--- config.mk ---
export PLATFORM = sky130hd
export DESIGN_NAME = ast_async_serial_unit
export DESIGN_NICKNAME = d
export VERILOG_FILES = /design/src/rtl/ast_pkg.sv /design/src/rtl/ast_async_serial_unit.sv
export VERILOG_INCLUDE_DIRS = /design/src /design/src/rtl
export SDC_FILE = /design/constraint.sdc
export NUM_CORES = 1
export LEC_CHECK = 0
export ABC_AREA = 1
export BUFFER_PORTS_ARGS = -buffer_cell sky130_fd_sc_hd__buf_2
export CAP_MARGIN = 20
export CORE_AREA = 2 2 144 146
export CTS_CLUSTER_SIZE = 25
export DETAILED_ROUTE_END_ITERATION = 12
export DIE_AREA = 0 0 146 148
export RECOVER_POWER = 25
export REMOVE_ABC_BUFFERS = 1
export SLEW_MARGIN = 20
export SYNTH_ARGS = -nofsm -noshare
export SYNTH_HDL_FRONTEND = slang
export SYNTH_SLANG_ARGS = --single-unit
--- constraint.sdc ---
create_clock -name clk_in -period 2.6 [get_ports clk_in]
set_input_delay 0.65 -clock clk_in [delete_from_list [all_inputs] [get_ports clk_in]]
set_output_delay 0.65 -clock clk_in [all_outputs]
set_load 0.01 [all_outputs]
--- src/rtl/ast_defs.svh ---
// Register offsets, field positions, reset values and timing counts of the serial unit
`ifndef AST_DEFS_SVH
`define AST_DEFS_SVH
// ---------------------------------------------
// Register byte offsets
// ---------------------------------------------
`define AST_OFS_STATUS   8'h00
`define AST_OFS_DATA     8'h04
`define AST_OFS_CTRL1    8'h08
`define AST_OFS_CTRL2    8'h0C
`define AST_OFS_BAUD     8'h10
// ---------------------------------------------
// Field positions
// ---------------------------------------------
`define AST_ST_TXEMPTY 7
`define AST_ST_TXDONE  6
`define AST_ST_RXFULL  5
`define AST_ST_IDLE    4
`define AST_ST_OR      3
`define AST_ST_NOISE   2
`define AST_ST_FE    1
`define AST_ST_PE    0
`define AST_C1_R8    7
`define AST_C1_TXB8  6
`define AST_C1_M     4
`define AST_C1_WAKE  3
`define AST_C1_PCE   2
`define AST_C1_PS    1
`define AST_C2_TXEN  3
`define AST_C2_RE    2
`define AST_C2_RWU   1
`define AST_C2_SBK   0
// ---------------------------------------------
// Reset values and timing counts
// ---------------------------------------------
`define AST_RST_STATUS 8'hC0
`define AST_RST_ZERO   8'h00
`define AST_OVERSAMPLE 4'hF
`define AST_SMP_A      4'h7
`define AST_SMP_B      4'h8
`define AST_SMP_C      4'h9
`endif

--- src/rtl/ast_pkg.sv ---
// Types shared by the serial transceiver
package ast_pkg;
   typedef enum logic [1:0] {AST_TX_HOLD = 2'b01, AST_TX_SEND = 2'b10} ast_tx_t;
   typedef enum logic [1:0] {AST_RX_HUNT = 2'b01, AST_RX_BITS = 2'b10} ast_rx_t;
endpackage : ast_pkg

--- src/rtl/ast_async_serial_unit.sv ---
// Full-duplex asynchronous serial transceiver with APB register slave
`include "ast_defs.svh"
module ast_async_serial_unit
   import ast_pkg::*;
(
   input  wire logic        clk_in,
   input  wire logic        reset_in,
   input  wire logic        psel_in,
   input  wire logic        penable_in,
   input  wire logic        pwrite_in,
   input  wire logic [7:0]  paddr_in,
   input  wire logic [31:0] pwdata_in,
   output logic      [31:0] prdata_out,
   output logic             pready_out,
   output logic             pslverr_out,
   input  wire logic        serial_in_pin,
   output logic             tx_pin_out,
   output logic             tx_pin_oe_out
);
   // ---------------------------------------------
   // Helpers
   // ---------------------------------------------
   // Oversample divider: prescaler times power of two
   function automatic logic [10:0] baud_div(input logic [1:0] pr, input logic [2:0] ex);
      logic [10:0] p;
      p = (pr == 2'd0) ? 11'd1 : (pr == 2'd1) ? 11'd3 : (pr == 2'd2) ? 11'd4 : 11'd13;
      baud_div = p << ex;
   endfunction : baud_div

   // Majority of three samples
   function automatic logic maj3(input logic [2:0] s);
      maj3 = (s[0] & s[1]) | (s[0] & s[2]) | (s[1] & s[2]);
   endfunction : maj3

   // ---------------------------------------------
   // Register bus
   // ---------------------------------------------
   logic [7:0]  ctrl1_q, ctrl1_d, baud_q, baud_d;
   logic [2:0]  ctrl2_q, ctrl2_d;   // te, re, sbk
   logic        arm_q, arm_d, pready_q, pready_d, perr_q, perr_d;
   logic [31:0] prdata_q, prdata_d;
   logic        acc, wr_data, rd_data, wr_c2;
   logic [7:0]  status, rdr_q, rdr_d;
   logic        rwu_q, rwu_d, r8_q, r8_d;
   logic        mode9, txen, re, sbk;

   assign acc     = psel_in & penable_in & pready_q;
   assign wr_data = acc & pwrite_in & (paddr_in == `AST_OFS_DATA);
   assign rd_data = acc & ~pwrite_in & (paddr_in == `AST_OFS_DATA);
   assign wr_c2   = acc & pwrite_in & (paddr_in == `AST_OFS_CTRL2);
   assign mode9   = ctrl1_q[`AST_C1_M];
   assign txen    = ctrl2_q[2];
   assign re      = ctrl2_q[1];
   assign sbk     = ctrl2_q[0];

   // Setup cycle prepares read data; access completes one cycle later
   always_comb begin
      ctrl1_d  = ctrl1_q;
      ctrl2_d  = ctrl2_q;
      baud_d   = baud_q;
      arm_d    = arm_q;
      prdata_d = prdata_q;
      pready_d = psel_in & ~penable_in;
      perr_d   = 1'b0;
      if (psel_in & ~penable_in) begin
         prdata_d = 32'h0000_0000;
         if (paddr_in == `AST_OFS_STATUS) begin
            prdata_d[7:0] = status;
         end else if (paddr_in == `AST_OFS_DATA) begin
            prdata_d[7:0] = rdr_q;
         end else if (paddr_in == `AST_OFS_CTRL1) begin
            prdata_d[7:0] = {r8_q, ctrl1_q[6:0]};
         end else if (paddr_in == `AST_OFS_CTRL2) begin
            prdata_d[3:0] = {ctrl2_q[2:1], rwu_q, ctrl2_q[0]};
         end else if (paddr_in == `AST_OFS_BAUD) begin
            prdata_d[7:0] = baud_q;
         end else begin
            perr_d = 1'b1;  // Unmapped address answers with an error
         end
      end
      if (acc & pwrite_in) begin
         if (paddr_in == `AST_OFS_CTRL1) begin
            ctrl1_d = {1'b0, pwdata_in[6:0]};
         end else if (paddr_in == `AST_OFS_CTRL2) begin
            ctrl2_d = {pwdata_in[`AST_C2_TXEN], pwdata_in[`AST_C2_RE], pwdata_in[`AST_C2_SBK]};
         end else if (paddr_in == `AST_OFS_BAUD) begin
            baud_d = pwdata_in[7:0];
         end
      end
      // A status read arms the clear; the next data access uses it up
      if (acc & ~pwrite_in & (paddr_in == `AST_OFS_STATUS)) begin
         arm_d = 1'b1;
      end else if (wr_data | rd_data) begin
         arm_d = 1'b0;
      end
   end

   always_ff @(posedge clk_in) begin
      if (reset_in) begin
         ctrl1_q  <= `AST_RST_ZERO;
         ctrl2_q  <= 3'b000;
         baud_q   <= `AST_RST_ZERO;
         arm_q    <= 1'b0;
         prdata_q <= 32'h0000_0000;
         pready_q <= 1'b0;
         perr_q   <= 1'b0;
      end else begin
         ctrl1_q  <= ctrl1_d;
         ctrl2_q  <= ctrl2_d;
         baud_q   <= baud_d;
         arm_q    <= arm_d;
         prdata_q <= prdata_d;
         pready_q <= pready_d;
         perr_q   <= perr_d;
      end
   end
   assign prdata_out  = prdata_q;
   assign pready_out  = pready_q;
   assign pslverr_out = perr_q;

   // ---------------------------------------------
   // Baud generators, one per direction
   // ---------------------------------------------
   logic [10:0] bcnt_q [2];
   logic [1:0]  tick;
   genvar g;
   generate
      for (g = 0; g < 2; g++) begin : g_baud
         logic [10:0] div, bcnt_d;
         assign div = baud_div(baud_q[7:6], (g == 0) ? baud_q[5:3] : baud_q[2:0]);
         always_comb begin
            bcnt_d = (bcnt_q[g] + 11'd1 >= div) ? 11'd0 : bcnt_q[g] + 11'd1;
         end
         always_ff @(posedge clk_in) begin
            if (reset_in) begin
               bcnt_q[g] <= 11'd0;
            end else begin
               bcnt_q[g] <= bcnt_d;
            end
         end
         assign tick[g] = (bcnt_q[g] == 11'd0);
      end
   endgenerate

   // ---------------------------------------------
   // Transmitter
   // ---------------------------------------------
   ast_tx_t     txs_q, txs_d;
   logic [10:0] tsr_q, tsr_d;
   logic [3:0]  tph_q, tph_d, tbits_q, tbits_d;
   logic [8:0]  thold_q, thold_d, tword;
   logic        tfull_q, tfull_d, tempty_q, tempty_d, tdone_q, tdone_d;
   logic        idreq_q, idreq_d, txen_q, brk_q, brk_d, tail_q, tail_d, tdat_q, tdat_d;
   logic        pin_q, pin_d, oe_q, oe_d, tend;
   logic [3:0]  flen;

   assign flen = mode9 ? 4'd11 : 4'd10;
   assign tend = (txs_q == AST_TX_SEND) & tick[0] & (tph_q == `AST_OVERSAMPLE);

   // Word with ninth bit or parity in the MSB place
   always_comb begin
      tword = mode9 ? {ctrl1_q[`AST_C1_TXB8], thold_q[7:0]} : {1'b0, thold_q[7:0]};
      if (ctrl1_q[`AST_C1_PCE]) begin
         if (mode9) begin
            tword[8] = ^thold_q[7:0] ^ ctrl1_q[`AST_C1_PS];
         end else begin
            tword[7] = ^thold_q[6:0] ^ ctrl1_q[`AST_C1_PS];
         end
      end
   end

   // Frame sequencer: idle, break, break tail and data frames
   always_comb begin
      txs_d   = txs_q;
      tsr_d   = tsr_q;
      tph_d   = tph_q;
      tbits_d = tbits_q;
      thold_d  = thold_q;
      tfull_d  = tfull_q;
      tempty_d = tempty_q;
      tdone_d  = tdone_q;
      idreq_d  = idreq_q | (txen & ~txen_q);
      brk_d    = brk_q;
      tail_d   = tail_q;
      tdat_d   = tdat_q;
      if (wr_data & arm_q) begin
         tempty_d = 1'b0;
         tdone_d  = 1'b0;
      end
      if (wr_data) begin
         thold_d = {1'b0, pwdata_in[7:0]};
         tfull_d = 1'b1;
      end
      case (txs_q)
         AST_TX_HOLD: begin
            tph_d = 4'd0;
            if (txen & idreq_q) begin
               tsr_d   = 11'h7FF;
               tbits_d = flen;
               idreq_d = 1'b0;
               brk_d   = 1'b0;
               tdat_d  = 1'b0;
               txs_d   = AST_TX_SEND;
            end else if (txen & sbk) begin
               tsr_d   = 11'h000;
               tbits_d = flen;
               brk_d   = 1'b1;
               tail_d  = 1'b1;
               tdat_d  = 1'b0;
               txs_d   = AST_TX_SEND;
            end else if (txen & tail_q) begin
               tsr_d   = 11'h7FF;
               tbits_d = 4'd1;
               tail_d  = 1'b0;
               brk_d   = 1'b0;
               tdat_d  = 1'b0;
               txs_d   = AST_TX_SEND;
            end else if (txen & tfull_q) begin
               tsr_d   = mode9 ? {1'b1, tword, 1'b0} : {2'b11, tword[7:0], 1'b0};
               tbits_d = flen;
               tfull_d = wr_data;
               tempty_d = 1'b1;
               brk_d   = 1'b0;
               tdat_d  = 1'b1;
               txs_d   = AST_TX_SEND;
            end
         end
         AST_TX_SEND: begin
            if (tick[0]) begin
               tph_d = tph_q + 4'd1;
            end
            if (tend) begin
               tsr_d   = {1'b1, tsr_q[10:1]};
               tbits_d = tbits_q - 4'd1;
               if (tbits_q == 4'd1) begin
                  txs_d = AST_TX_HOLD;
                  if (tdat_q | brk_q) begin
                     tdone_d = 1'b1;
                  end
               end
            end
         end
         default: txs_d = AST_TX_HOLD;
      endcase
      // Pin stays high between frames, released when both sides are off
      pin_d = (txs_q == AST_TX_SEND) ? tsr_q[0] : 1'b1;
      oe_d  = txen | re;
   end

   always_ff @(posedge clk_in) begin
      if (reset_in) begin
         txs_q   <= AST_TX_HOLD;
         tsr_q   <= 11'h7FF;
         tph_q   <= 4'd0;
         tbits_q <= 4'd0;
         thold_q  <= 9'd0;
         tfull_q  <= 1'b0;
         tempty_q <= 1'b1;
         tdone_q  <= 1'b1;
         idreq_q  <= 1'b0;
         txen_q   <= 1'b0;
         brk_q   <= 1'b0;
         tail_q  <= 1'b0;
         tdat_q  <= 1'b0;
         pin_q   <= 1'b1;
         oe_q    <= 1'b0;
      end else begin
         txs_q   <= txs_d;
         tsr_q   <= tsr_d;
         tph_q   <= tph_d;
         tbits_q <= tbits_d;
         thold_q  <= thold_d;
         tfull_q  <= tfull_d;
         tempty_q <= tempty_d;
         tdone_q  <= tdone_d;
         idreq_q  <= idreq_d;
         txen_q   <= txen;
         brk_q   <= brk_d;
         tail_q  <= tail_d;
         tdat_q  <= tdat_d;
         pin_q   <= pin_d;
         oe_q    <= oe_d;
      end
   end
   assign tx_pin_out    = pin_q;
   assign tx_pin_oe_out = oe_q;

   // ---------------------------------------------
   // Receiver
   // ---------------------------------------------
   ast_rx_t     rxs_q, rxs_d;
   logic        rs1_q, rs2_q, rs3_q;
   logic [3:0]  rph_q, rph_d, ridx_q, ridx_d;
   logic [2:0]  smp_q, smp_d;
   logic [9:0]  rsr_q, rsr_d;
   logic [7:0]  icnt_q, icnt_d;
   logic        rbit, rnoise, nacc_q, nacc_d, iarm_q, iarm_d;
   logic [5:0]  fl_q, fl_d;   // rx full, idle, overrun, noise, framing, parity
   logic [8:0]  rword;
   logic        perr;
   logic        rdone;

   // Samples 8, 9 and 10 of each bit decide it
   assign rbit   = maj3(smp_q);
   assign rnoise = ~(&smp_q) & (|smp_q);
   assign rword  = mode9 ? rsr_d[8:0] : {1'b0, rsr_d[8:1]};
   assign perr   = ctrl1_q[`AST_C1_PCE] & ((^rword) ^ ctrl1_q[`AST_C1_PS]);
   assign status = {tempty_q, tdone_q, fl_q};
   // Stop bit ends once its samples are in, so a start bit right behind it is not missed
   assign rdone  = (ridx_q == flen - 4'd1) ? (rph_q == `AST_SMP_C + 4'd1) : (rph_q == `AST_OVERSAMPLE);

   always_comb begin
      rxs_d  = rxs_q;
      rph_d  = rph_q;
      ridx_d = ridx_q;
      smp_d  = smp_q;
      rsr_d  = rsr_q;
      icnt_d = icnt_q;
      nacc_d = nacc_q;
      iarm_d = iarm_q;
      rdr_d  = rdr_q;
      r8_d   = r8_q;
      rwu_d  = rwu_q;
      fl_d   = fl_q;
      if (rd_data & arm_q) begin
         fl_d = 6'd0;
      end
      case (rxs_q)
         AST_RX_HUNT: begin
            rph_d = 4'd0;
            if (re & rs3_q & ~rs2_q) begin
               rxs_d  = AST_RX_BITS;
               ridx_d = 4'd0;
               icnt_d = 8'd0;
            end else if (~rs2_q) begin
               icnt_d = 8'd0;
            end else if (re & tick[1]) begin
               icnt_d = icnt_q + 8'd1;
               if (icnt_q == {flen, 4'h0} - 8'd1) begin
                  icnt_d = 8'd0;
                  if (iarm_q) begin
                     iarm_d = 1'b0;
                     if (rwu_q) begin
                        rwu_d = ctrl1_q[`AST_C1_WAKE];
                     end else begin
                        fl_d[4] = 1'b1;
                     end
                  end
               end
            end
         end
         AST_RX_BITS: begin
            if (tick[1]) begin
               rph_d = rph_q + 4'd1;
               if (rph_q == `AST_SMP_A || rph_q == `AST_SMP_B || rph_q == `AST_SMP_C) begin
                  smp_d = {smp_q[1:0], rs2_q};
               end
               if (rdone) begin
                  nacc_d = nacc_q | rnoise;
                  ridx_d = ridx_q + 4'd1;
                  if (ridx_q == 4'd0) begin
                     if (rbit) begin
                        rxs_d = AST_RX_HUNT;  // False start
                     end
                  end else begin
                     rsr_d = {rbit, rsr_q[9:1]};
                     if (ridx_q == flen - 4'd1) begin
                        rxs_d  = AST_RX_HUNT;
                        iarm_d = 1'b1;
                        nacc_d = 1'b0;
                        if (rwu_q & ~(ctrl1_q[`AST_C1_WAKE] & (mode9 ? rword[8] : rword[7]))) begin
                           nacc_d = nacc_q | rnoise;  // Muted: no status changes
                        end else if (fl_q[5]) begin
                           rwu_d   = 1'b0;
                           fl_d[3] = 1'b1;
                        end else begin
                           rwu_d   = 1'b0;
                           rdr_d   = rword[7:0];
                           r8_d    = rword[8];
                           fl_d[5] = 1'b1;
                           fl_d[2] = nacc_q | rnoise;
                           fl_d[1] = ~rbit;
                           fl_d[0] = perr;
                        end
                     end
                  end
               end
            end
         end
         default: rxs_d = AST_RX_HUNT;
      endcase
      if (~re) begin
         rxs_d = AST_RX_HUNT;
      end
      if (wr_c2) begin
         rwu_d = pwdata_in[`AST_C2_RWU];
      end
   end

   always_ff @(posedge clk_in) begin
      if (reset_in) begin
         rs1_q  <= 1'b1;
         rs2_q  <= 1'b1;
         rs3_q  <= 1'b1;
         rxs_q  <= AST_RX_HUNT;
         rph_q  <= 4'd0;
         ridx_q <= 4'd0;
         smp_q  <= 3'b111;
         rsr_q  <= 10'd0;
         icnt_q <= 8'd0;
         nacc_q <= 1'b0;
         iarm_q <= 1'b0;
         rdr_q  <= `AST_RST_ZERO;
         r8_q   <= 1'b0;
         rwu_q  <= 1'b0;
         fl_q   <= 6'd0;
      end else begin
         rs1_q  <= serial_in_pin;
         rs2_q  <= rs1_q;
         rs3_q  <= rs2_q;
         rxs_q  <= rxs_d;
         rph_q  <= rph_d;
         ridx_q <= ridx_d;
         smp_q  <= smp_d;
         rsr_q  <= rsr_d;
         icnt_q <= icnt_d;
         nacc_q <= nacc_d;
         iarm_q <= iarm_d;
         rdr_q  <= rdr_d;
         r8_q   <= r8_d;
         rwu_q  <= rwu_d;
         fl_q   <= fl_d;
      end
   end

   // ---------------------------------------------
   // Assertions
   // ---------------------------------------------
   property p_release;
      @(posedge clk_in) disable iff (reset_in) !(txen | re) |=> !tx_pin_oe_out;
   endproperty
   a_release: assert property (p_release) else $error("pin not released");
   property p_idle_high;
      @(posedge clk_in) disable iff (reset_in) (txs_q == AST_TX_HOLD) |=> tx_pin_out;
   endproperty
   a_idle_high: assert property (p_idle_high) else $error("idle pin not high");
   property p_start_low;
      @(posedge clk_in) disable iff (reset_in)
         (txs_q == AST_TX_HOLD && txs_d == AST_TX_SEND && tdat_d) |=> ##1 !tx_pin_out;
   endproperty
   a_start_low: assert property (p_start_low) else $error("start bit not low");
   property p_stop_high;
      @(posedge clk_in) disable iff (reset_in) (tend && tbits_q == 4'd1 && tdat_q) |-> tx_pin_out;
   endproperty
   a_stop_high: assert property (p_stop_high) else $error("stop bit not high");
   property p_tc_set;
      @(posedge clk_in) disable iff (reset_in) (tend && tbits_q == 4'd1 && (tdat_q | brk_q)) |=> tdone_q;
   endproperty
   a_tc_set: assert property (p_tc_set) else $error("complete flag missed");
   property p_empty_clr;
      @(posedge clk_in) disable iff (reset_in) (wr_data && arm_q && txs_q == AST_TX_SEND) |=> !tempty_q;
   endproperty
   a_empty_clr: assert property (p_empty_clr) else $error("empty flag not cleared");
   property p_direct;
      @(posedge clk_in) disable iff (reset_in)
         (txs_q == AST_TX_HOLD && txen && !idreq_q && !sbk && !tail_q && tfull_q) |=> tempty_q && txs_q == AST_TX_SEND;
   endproperty
   a_direct: assert property (p_direct) else $error("direct load failed");
   property p_overrun;
      @(posedge clk_in) disable iff (reset_in) (fl_q[5] && fl_d[3] && !fl_q[3]) |=> rdr_q == $past(rdr_q);
   endproperty
   a_overrun: assert property (p_overrun) else $error("buffered data lost");
   property p_enable_idle;
      @(posedge clk_in) disable iff (reset_in)
         (txen && !txen_q && txs_q == AST_TX_HOLD) |=> ##1 txs_q == AST_TX_SEND && !tdat_q;
   endproperty
   a_enable_idle: assert property (p_enable_idle) else $error("no idle frame");
   c_data:   cover property (@(posedge clk_in) disable iff (reset_in) tend && tdat_q && tbits_q == 4'd1);
   c_break:  cover property (@(posedge clk_in) disable iff (reset_in) tend && brk_q && tbits_q == 4'd1);
   c_rx:     cover property (@(posedge clk_in) disable iff (reset_in) !fl_q[5] && fl_d[5]);
   c_ovr:    cover property (@(posedge clk_in) disable iff (reset_in) !fl_q[3] && fl_d[3]);
endmodule : ast_async_serial_unit

# Word level (Yosys, flattened, before mapping)
# Memory sizes are Yosys's and may differ from the RTL's.
# Index checks and enable logic that the tools add are counted.
dict set report word_totals {
  reg_bits 120
  latchBits 0
  ram_bits 22
  mem_bits_ro 0
  input_bits 46
  n_memories 1
}
dict set report op_classes {
  addsub 9
  mul 0
  n_div 0
  order_cmp 2
  n_eq_ne 45
  shift 2
  n_mux 147
  bitwise_logic 56
  n_reduce_logical 39
}
# memory depth word_bits read_ports rd_clocked_by_memory_dff wr line_no
set memory_table {}
lappend memory_table {bcnt_q 2 11 2 0 2 ast_async_serial_unit.sv:124} ;# logic [10:0] bcnt_q [2];
# operator count
set ops {}
lappend ops {{$mux 11} 9}
lappend ops {{$mux 4} 21}
lappend ops {{$mux 1} 78}
lappend ops {{$mux 8} 8}
lappend ops {{$mux 9} 6}
lappend ops {{$ne 3x3->1 const B} 12}
lappend ops {{$pmux 4 s2} 4}
lappend ops {{$and 1x1->1} 28}
lappend ops {{$mux 2} 13}
lappend ops {{$add 11x1->11 const B} 2}
lappend ops {{$ge 11x11->1} 2}
lappend ops {{$logic_not 11->1} 2}
lappend ops {{$ne 2x2->1 const B} 11}
lappend ops {{$pmux 11 s2} 1}
lappend ops {{$reduce_and 3->1} 7}
lappend ops {{$eq 4x4->1 const B} 5}
lappend ops {{$eq 8x4->1 const B} 2}
lappend ops {{$not 1->1} 16}
lappend ops {{$add 4x1->4 const B} 3}
lappend ops {{$reduce_and 4->1} 3}
lappend ops {{$reduce_and 11->1} 1}
lappend ops {{$shl 11x3->11} 1}
lappend ops {{$shl 4x3->11} 1}
lappend ops {{$mux 10} 1}
lappend ops {{other kinds (37)} 63}

# Depth between registers and ports, before layout
# Gate-level depths: netlist of the first run.
dict set report depth {
  depth_word 19
  mapped_depth 22
}

# Worst setup path after synthesis of the first run
# No wires, ideal clock.
dict set report synth_timing {
  path_kind {flip-flop to flip-flop}
  startpoint {register baud_q[6]}
  endpoint {memory bcnt_q[0][3]}
  setup_time_ns 0.129
  arrival_time_ns 2.559
  t_required_ns 2.471
  setup_slack_ns -0.087
  stages_incl_launch_ff 17
  n_path_buf 1
  period_less_slack_ns 2.687
  path_cell_list {dfxtp_1 inv_1 nor2_1 nand2_1 o21ai_0 o21ai_0 or2_2 ha_1 nand2_1 o21ai_0 a21o_1 a21oi_1 o21a_1 o21a_1 o2111ai_1 clkbuf_1 nor3_1}
}
# item line_no
set synth_rtl {}
lappend synth_rtl {{start: declaration} ast_async_serial_unit.sv:38} ;# logic [7:0] ctrl1_q, ctrl1_d, baud_q, baud_d;
lappend synth_rtl {{start signal: assignment} ast_async_serial_unit.sv:102} ;# baud_q <= `AST_RST_ZERO;
lappend synth_rtl {{start signal: assignment} ast_async_serial_unit.sv:110} ;# baud_q <= baud_d;
lappend synth_rtl {{end: declaration} ast_async_serial_unit.sv:124}

==> results.toml, run 1 <==
[floorplanning]
dieHeight_um = 148
core_area_um2 = 20040
row_count = 52
die_area_um2 = 21610
die_w_um = 146
start_util_pct = 39.49
io_pins = 82

[final_layout]
final_core_util_pct = 48.34
nFillCells = 2041
fin_nets = 1301
final_cell_mix = "nand2_1 (202), inv_1 (148), dfxtp_1 (135)"
syn_to_final_growth_pct = 22.40
final_common_cell = "nand2_1"
drive_gt1_share_pct = 18.83
final_cell_area_um2 = 9687
n_antenna_cell = 0

[sta]
maxSlewViolCount = 0
tightest_slew_ns = 1.171
finalHoldViolCount = 0
finalClockSkew_ns = 0.009924
rsz0062_at_grt = "yes"
setup_viol = 0
max_slew_margin_pct = 21.95
period_minus_slack_ns = 2.577
finalCritPeriodShare_pct = 99.12
fmax_mhz = 388.0

[global_route]
first_global_vias = 6866
gr-total-overflow = 0
antenna_found_initial = 0
grt_use_total_pct = 18.94
grt_max_degree = 63
grt_pass1_wl_um = 33040

[clocking]
cts_htree_levels = 4
cts_max_path_buffers = 2
worst_skew_pair.late_latency_ns = 0.42
cts_root_buf = "clkbuf_16"
tritoncts = "done"
cts.sink_count = 142
clkTransAtPathRegs_ns = 0.06
numCtsBuffers = 17

[critical_path]
worstSetupEndpointType = "register"
r2r_start = "bcnt_q[1][1]"
crit_buf_inv = 5
max_stage_delay_ns = 0.35
endpoint = "bcnt_q[1][8]"
crit_chain = "ha_4 > nand3_2 > nor2_1 > inv_1 > buf_4 > nand2_1 > inv_1 > ha_1 > nand2_1 > inv_1 > a221oi_2 > o21ai_1 > nand2_1 > o311ai_2 > nand3_1 > nand3_2 > buf_12 > nor2_1"
worstSetupStartpoint = "bcnt_q[1][1]"
ff2ff_path_depth = 18
cp_data_arrival_time_ns = 2.93
reg2reg_to = "bcnt_q[1][8]"
crit_family = "simple AND/OR/NAND/NOR gates"
r2r_slack_ns = 0.02
crit_required_ns = 2.96
crit_type = "reg -> reg"
crit_path_start_kind = "register"
critPathMaxFanout = 6
slowest_stage = "dfxtp_2"
path_depth = 18

[min_path]
hold_class = "in -> reg"
hold_start = "serial_in_pin"

[synthesis]
yosys_warnings = 0
ys.flop_type = "dfxtp_1"
synth_area_um2 = 7914
yosysSeqAreaShare_pct = 35.92
ys_ff_latch = 142
syn_inst = 1135
postSynthAreaPerCell_um2 = 6.973
ys_types = 53
synth_edf_count = 0
async_reset_ff_share_pct = 0

[placement]
io_buffers = 33
finalWeightedCongestion = 0.8550
dp_hpwl_um = 14760
placed_cell_area_um2 = 8616

[routing]
viasPerCell = 4.943
dr.pass1.iters = 5
drt-total-wl_um = 20370
num_vias = 7424
ant_nets = 0
wl_per_cell_um = 13.56
drc = 0
drt_iter0_markers = 400

[pwr]
power.leakage_nw = 4.142
ir_worst_vdd_v = 0.0002994
p_per_area_nw_per_um2 = 511.3

[status]
status = "complete, no violations"

[run]
maxCapViolations = 0
## per-layer routing
metal | part of all wire [%] | track usage [%]
met1 | 48 | 25.25
met2 | 46 | 31.46
met3 | 4.4 | 3.333
met4 | 1.3 | 5.680
met5 | 0 | 0
## sequential cells by signal (all words and copies together), names as in the netlist, 6 cells and up
name / cells
baud_q: 8
bcnt_q: 22
ctrl1_q: 7
fl_q: 6
icnt_q: 8
prdata_out: 8
rdr_q: 8
rsr_q: 10
thold_q: 8
tsr_q: 11
## cells by family after synthesis
family                   synth area share, %
flip-flops                             35.92
XOR/XNOR                               2.103
adder cells (fa/ha/maj)                5.534
AO/OA/AOI/OAI                          18.28
buffers and inverters                  11.75
other                                0.04739
AND/OR/NAND/NOR                        26.37
## repair_timing
| action | CTS | global route |
|---|---|---|
| gates cloned | 1 | 2 |
| setup endpoints to repair | 22 | 33 |
| hold buffers | 0 | 0 |
| resized for setup | 22 | 79 |
| pin swaps | 4 | 30 |
| buffers inserted | 0 | 9 |
## cell usage after synthesis, types with 14 or more instances
cell type | count | area, um^2
nor3_1 | 26 | 130.1
nand2_1 | 211 | 792.0
buf_4 | 24 | 180.2
nand2_2 | 14 | 87.58
ha_1 | 35 | 437.9
nand3_1 | 60 | 300.3
inv_1 | 154 | 578.1
o21ai_0 | 100 | 500.5
clkbuf_1 | 24 | 90.09
a21oi_1 | 91 | 455.4
dfxtp_1 | 142 | 2843
nor2_1 | 110 | 412.9
## report_power, final
group / leakage [nW] / internal [mW] / total, mW / switching, mW
clock: 0.310 / 1.66 / 2.65 / 0.988
combinational: 2.68 / 0.0307 / 0.122 / 0.0910
sequential: 1.15 / 2.18 / 2.18 / 0.00288
total: 4.14 / 3.87 / 4.95 / 1.08
## worst min-delay path by stage
| stage | endpoint | slack [ns] | cells after the start |
|---|---|---|---|
| 6_report | rs1_q | 0.41 | 2 |
| 5_1_grt | rs1_q | 0.41 | 2 |
| 4_1_cts | rs1_q | 0.40 | 2 |
| 3_5_place_dp | rs2_q | 0.40 | 1 |
| 3_3_place_gp | rs2_q | 0.40 | 1 |
| 2_1_floorplan | rs2_q | 0.39 | 1 |
## worst register-to-register path, delay by kind of cell, from the launching register on
kind,cells,cell delay [ns]
AOI/OAI and AO/OA,3,0.44
DFF,1,0.35
buffers and inverters,5,0.48
adders and majority gates,2,0.48
and+or+nand+nor,8,0.77
## final cells by class
class,instances,area [um^2],share of cell area [%]
clock buffer,19,452.9,4.676
clock inverter,12,181.4,1.873
tap,270,337.8,3.487
multi-input combinational,799,4537,46.84
timing repair buffer,97,709.4,7.324
inverter,163,616.8,6.368
sequential,142,2851,29.44
## per-stage QoR
stage	setup slack [ns]	instances	power [mW]	setup TNS [ns]	hold slack (ns)
finish	0.02290	1502	4.953	0	0.4060
detailed placement	-0.1785	1459	2.357	-3.408	0.3953
global route	-0.1256	1502	5.083	-2.221	0.4086
floorplan	-0.1475	1104	2.285	-1.620	0.3895
global placement	-0.1261	1459	2.356	-2.351	0.3963
CTS	0.007493	1491	4.990	0	0.3976
Power figures use the tool's default switching activity.
==> run 2, diff against run 1 <==
==> constraint.sdc (replaced) <==
create_clock -name clk_in -period 2.6 [get_ports clk_in]
set_input_delay 0.26 -clock clk_in [delete_from_list [all_inputs] [get_ports clk_in]]
set_output_delay 0.26 -clock clk_in [all_outputs]
set_load 0.01 [all_outputs]
==> run 2 against run 1 <==
- routed wire length decreased by 0.87%
- hold slack got worse by 0.39 ns
- cell count is 0.27% lower
- non-clock buffer count decreased by 5
- critical endpoint is now bcnt_q[0][7]
- design area down 0.56%
- worst setup slack better by 0.030 ns
- power is 3.4% higher
- utilization decreased by 0.27 points
- first-iteration DRC count up 6.0%
==> results.toml, run 2 (synthesized netlist as in run 1, its figures left out) <==
[status]
status = "complete, no violations"

[clocking]
cts_max_path_buffers = 2
tritoncts = "done"
cts.sink_count = 142
cts_htree_levels = 4
ctsHoldBuffers = 0
clkTransAtPathRegs_ns = 0.07
worst_skew_pair.late_latency_ns = 0.42
numCtsBuffers = 17
cts_root_buf = "clkbuf_16"

[pwr]
p_comb_share_pct = 2.3
switching_share_pct = 21.10
pwr-share-clk_pct = 55.1
power.leakage_nw = 4.118
p_per_area_nw_per_um2 = 531.6
p_total_mw = 5.121
p_sw_mw = 1.080
internal_power_mw = 4.040
ir_worst_vdd_v = 0.0004289
p_seq_share_pct = 42.6

[routing]
viasPerCell = 4.962
drt-total-wl_um = 20190
drt_iter0_markers = 424
wl_per_cell_um = 13.48
ant_nets = 0
drc = 0
dr.pass1.iters = 5
num_vias = 7433

[global_route]
grt_max_degree = 63
first_global_vias = 6803
grt_use_total_pct = 18.69
grt_pass1_wl_um = 32550
antenna_found_initial = 0
gr-total-overflow = 0

[critical_path]
slowest_stage = "dfxtp_2"
crit_path_start_kind = "register"
crit_buf_inv = 2
crit_type = "reg -> reg"
worstSetupEndpointType = "register"
cp_data_arrival_time_ns = 2.86
max_stage_delay_ns = 0.35
crit_chain = "inv_4 > nor2_4 > nand2_1 > o21ai_2 > o21ai_2 > or2_4 > ha_4 > nand2_1 > o21ai_1 > a21o_1 > a21oi_1 > o21a_1 > o21a_1 > o2111ai_2 > buf_6 > nor2_2"
crit_family = "compound AO/OA/AOI/OAI gates"
critPathMaxFanout = 6
crit_required_ns = 2.92

[final_layout]
top_register = "bcnt_q"
final_common_cell = "nand2_1"
largest_reg_flops = 22
final_core_util_pct = 48.07
n_antenna_cell = 0
seqCellArea_um2 = 2855
largest_registers = "bcnt_q (22), tsr_q (11), rsr_q (10)"
final_cell_mix = "nand2_1 (201), inv_1 (150), dfxtp_1 (134)"
final_cell_area_um2 = 9633
fin_nets = 1296
multi_input_area_um2 = 4516
drive_gt1_share_pct = 17.92
syn_to_final_growth_pct = 21.72
nFillCells = 2022

[sta]
finalHoldViolCount = 0
finalClockSkew_ns = 0.007883
maxSlewViolCount = 0
tightest_slew_ns = 1.252
finalCritPeriodShare_pct = 97.95
hold_slack_ns = 0.02000
rsz0062_at_grt = "yes"
period_minus_slack_ns = 2.547
max_slew_margin_pct = 16.56
setup_viol = 0
fmax_mhz = 392.7

[floorplanning]
die_area_um2 = 21610
die_w_um = 146
start_util_pct = 39.49
dieHeight_um = 148
core_area_um2 = 20040
io_pins = 82
row_count = 52

[placement]
dp_hpwl_um = 14540
placed_cell_area_um2 = 8521
finalWeightedCongestion = 0.8776
io_buffers = 33

[run]
maxCapViolations = 0

[min_path]
hold_class = "in -> reg"
run 2: cell types whose count changed in the layout (fill, tap and decap cells not counted), sizes merged:
cell      previous run  this run
buf                 80        77
inv                163       164
bufinv               4         6
clkbuf              36        34
clkinvlp             1         3
clkinv               7         3
run 2: final cells by class:
type                       count  share of cell area, %
clock buffer                  19                  4.598
inverter                     163                  6.403
clock inverter                13                  2.429
timing repair buffer          92                  6.546
tap                          270                  3.507
sequential                   142                  29.64
multi-input combinational    799                  46.88
run 2: stage by stage:
step | setup slack [ns] | instances | TNS (ns)
finish | 0.05340 | 1498 | 0
global route | -0.09920 | 1498 | -1.650
CTS | 0.009134 | 1489 | 0
detailed placement | -0.1386 | 1448 | -2.654
global placement | -0.1023 | 1448 | -2.049
floorplan | -0.1475 | 1104 | -1.620
run 2: power groups by stage:
stage / Combinational [mW] / Clock, mW / Sequential, mW
floorplan: 0.0532 / 0 / 2.23
global placement: 0.121 / 0 / 2.23
detailed placement: 0.121 / 0 / 2.23
CTS: 0.121 / 2.87 / 2.18
global route: 0.131 / 2.96 / 2.18
finish: 0.118 / 2.82 / 2.18
run 2: final timing paths:
path                  from      endpoint  slack (ns)  depth (start not counted)
max              baud_q[6]  bcnt_q[0][7]        0.05                         16
min          serial_in_pin         rs1_q        0.02                          2
max reg2reg      baud_q[6]  bcnt_q[0][7]        0.05                         16
min reg2reg          rs1_q         rs2_q        0.41                          1
run 2: timing repair:
action                                  CTS  global route
endpoints found under the hold margin     0             0
gates cloned                              1             0
setup buffers                             8             9
pin swaps                                 5            24
resized for setup                        21            79
endpoints found under the setup margin   25            36
run 2: routing by layer:
layer	track usage, %	wire, um
met4	5.097	268
met3	3.395	784
met5	0	0
met2	31.89	9376
met1	24.38	9763
==> run 3, diff against run 2 <==
--- a/config.mk
+++ b/config.mk
@@ -9,10 +9,10 @@
 export ABC_AREA = 1
 export BUFFER_PORTS_ARGS = -buffer_cell sky130_fd_sc_hd__buf_2
 export CAP_MARGIN = 20
-export CORE_AREA = 2 2 144 146
+export CORE_AREA = 2 2 185 187
 export CTS_CLUSTER_SIZE = 25
 export DETAILED_ROUTE_END_ITERATION = 12
-export DIE_AREA = 0 0 146 148
+export DIE_AREA = 0 0 187 189
 export RECOVER_POWER = 25
 export REMOVE_ABC_BUFFERS = 1
 export SLEW_MARGIN = 20
==> run 3 against run 2 <==
- via count up 0.57%
- utilization decreased by 19 points
- critical path depth stayed put
- sequential share of layout area down 0.61 points
- non-clock buffer count rose by 6
- maximum frequency decreased by 1.6%
- register-to-register slack got worse by 0.04 ns
- clock power decreased by 11%
- cell count rose by 12%
- global-route usage fell by 6.8 points
- clock skew is 0.0029 ns higher
- critical path type unchanged
==> results.toml, run 3 (synthesized netlist as in run 1, its figures left out) <==
[sta]
maxSlewViolCount = 0
finalHoldViolCount = 0
fmax_mhz = 386.4
period_minus_slack_ns = 2.588
finalSetupTns_ns = 0
layout_setup_ws_ns = 0.01197
max_slew_margin_pct = 50.78
rsz0062_at_grt = "yes"
finalClockSkew_ns = 0.01076
finalCritPeriodShare_pct = 99.54
setup_viol = 0
tightest_slew_ns = 0.7338

[clocking]
numCtsBuffers = 17
ctsHoldBuffers = 0
cts.sink_count = 142
worst_skew_pair.late_latency_ns = 0.42
cts_max_path_buffers = 2
clkTransAtPathRegs_ns = 0.07
cts_htree_levels = 4
cts_root_buf = "clkbuf_16"
tritoncts = "done"

[placement]
finalWeightedCongestion = 0.8509
dpl.cell_count = 1630
dp_hpwl_um = 15600
io_buffers = 33
pre_cts_slack_ns = -0.2149

[critical_path]
crit_family = "compound AO/OA/AOI/OAI gates"
crit_chain = "inv_1 > nor2_2 > nand2_1 > o21ai_2 > o21ai_1 > or2_2 > ha_1 > a21oi_1 > o21ai_1 > a21o_1 > a21oi_1 > o21a_1 > o21a_1 > o2111ai_2 > buf_6 > nor3_1"
slowest_stage = "dfxtp_2"
max_stage_delay_ns = 0.32
crit_path_start_kind = "register"
worstSetupEndpointType = "register"
crit_buf_inv = 2
critPathMaxFanout = 6
crit_required_ns = 2.95
crit_type = "reg -> reg"
cp_data_arrival_time_ns = 2.93

[pwr]
p_seq_share_pct = 45.3
ir_worst_vdd_v = 0.0004304
switching_share_pct = 22.15
pwr-share-clk_pct = 52.2
power.leakage_nw = 4.104
p_sw_mw = 1.067
p_comb_share_pct = 2.5
p_per_area_nw_per_um2 = 490.5
internal_power_mw = 3.751

[final_layout]
final_core_util_pct = 29.52
nFillCells = 3568
fin_nets = 1302
final_common_cell = "nand2_1"
largest_registers = "bcnt_q (22), tsr_q (11), rsr_q (10)"
syn_to_final_growth_pct = 24.13
top_register = "bcnt_q"
drive_gt1_share_pct = 17.99
largest_reg_flops = 22
final_cell_mix = "nand2_1 (203), inv_1 (149), dfxtp_1 (135)"
n_antenna_cell = 0
stdcell_count = 1682

[routing]
ant_nets = 0
num_vias = 7475
drc = 0
drt-total-wl_um = 21080
dr.pass1.iters = 7
wl_per_cell_um = 12.53
viasPerCell = 4.444
drt_iter0_markers = 514

[global_route]
grt_max_degree = 53
grt_use_total_pct = 11.84
first_global_vias = 6982
gr-total-overflow = 0
grt_pass1_wl_um = 33950
antenna_found_initial = 0

[status]
status = "complete, no violations"

[min_path]
hold_class = "in -> reg"

[floorplanning]
die_area_um2 = 35340
core_area_um2 = 33280
row_count = 67
die_w_um = 187
start_util_pct = 23.78
io_pins = 82
dieHeight_um = 189

[run]
maxCapViolations = 0
run 3: path summary, 6_finish.rpt:
check                              startpoint      endpoint  slack (ns)  cells past startpoint
worst min register to register          rs1_q         rs2_q        0.42                      1
worst max register to register      baud_q[6]  bcnt_q[0][3]        0.01                     16
worst max-delay path                baud_q[6]  bcnt_q[0][3]        0.01                     16
worst min-delay path            serial_in_pin         rs1_q        0.03                      2
run 3: layout make-up:
type,instances,area [um^2],area share (%)
inverters,163,614.3,6.254
well taps,448,560.5,5.706
flip-flops and latches,142,2851,29.03
multi-input cells,799,4513,45.94
clock buffers,19,442.9,4.509
repair buffers,98,678.2,6.904
clock inverters,13,162.7,1.656
run 3: per-stage QoR:
stage                     power, mW  hold WS, ns  instance area (um^2)
final                         4.818      0.03060                  9823
after global routing          4.979      0.02609                  9823
after CTS                     4.877      0.02262                  9458
after detailed placement      2.354       0.4071                  8748
after global placement        2.354       0.3930                  8748
after floorplan               2.285       0.3291                  7685
run 3: per-layer routing:
layer  vias up  global-route usage, %  routed length (um)
li1       3863                      -                   -
met3        25                  2.447                 922
met1      3443                  14.68                9622
met4         0                  4.182                 425
met2       144                  20.35               10110
met5         -                      0                   0
run 3: power by group through the flow:
stage | clock network (mW) | logic (mW) | registers (mW)
final | 2.52 | 0.120 | 2.18
after global routing | 2.66 | 0.134 | 2.18
after CTS | 2.57 | 0.124 | 2.18
after detailed placement | 0 | 0.123 | 2.23
after global placement | 0 | 0.123 | 2.23
after floorplan | 0 | 0.0532 | 2.23
run 3: repair_timing:
item | 4_1_cts | 5_1_grt
setup endpoints to repair | 29 | 35
setup buffers | 3 | 14
resized for setup | 30 | 69
pin swaps | 10 | 28
cloned | 1 | 2
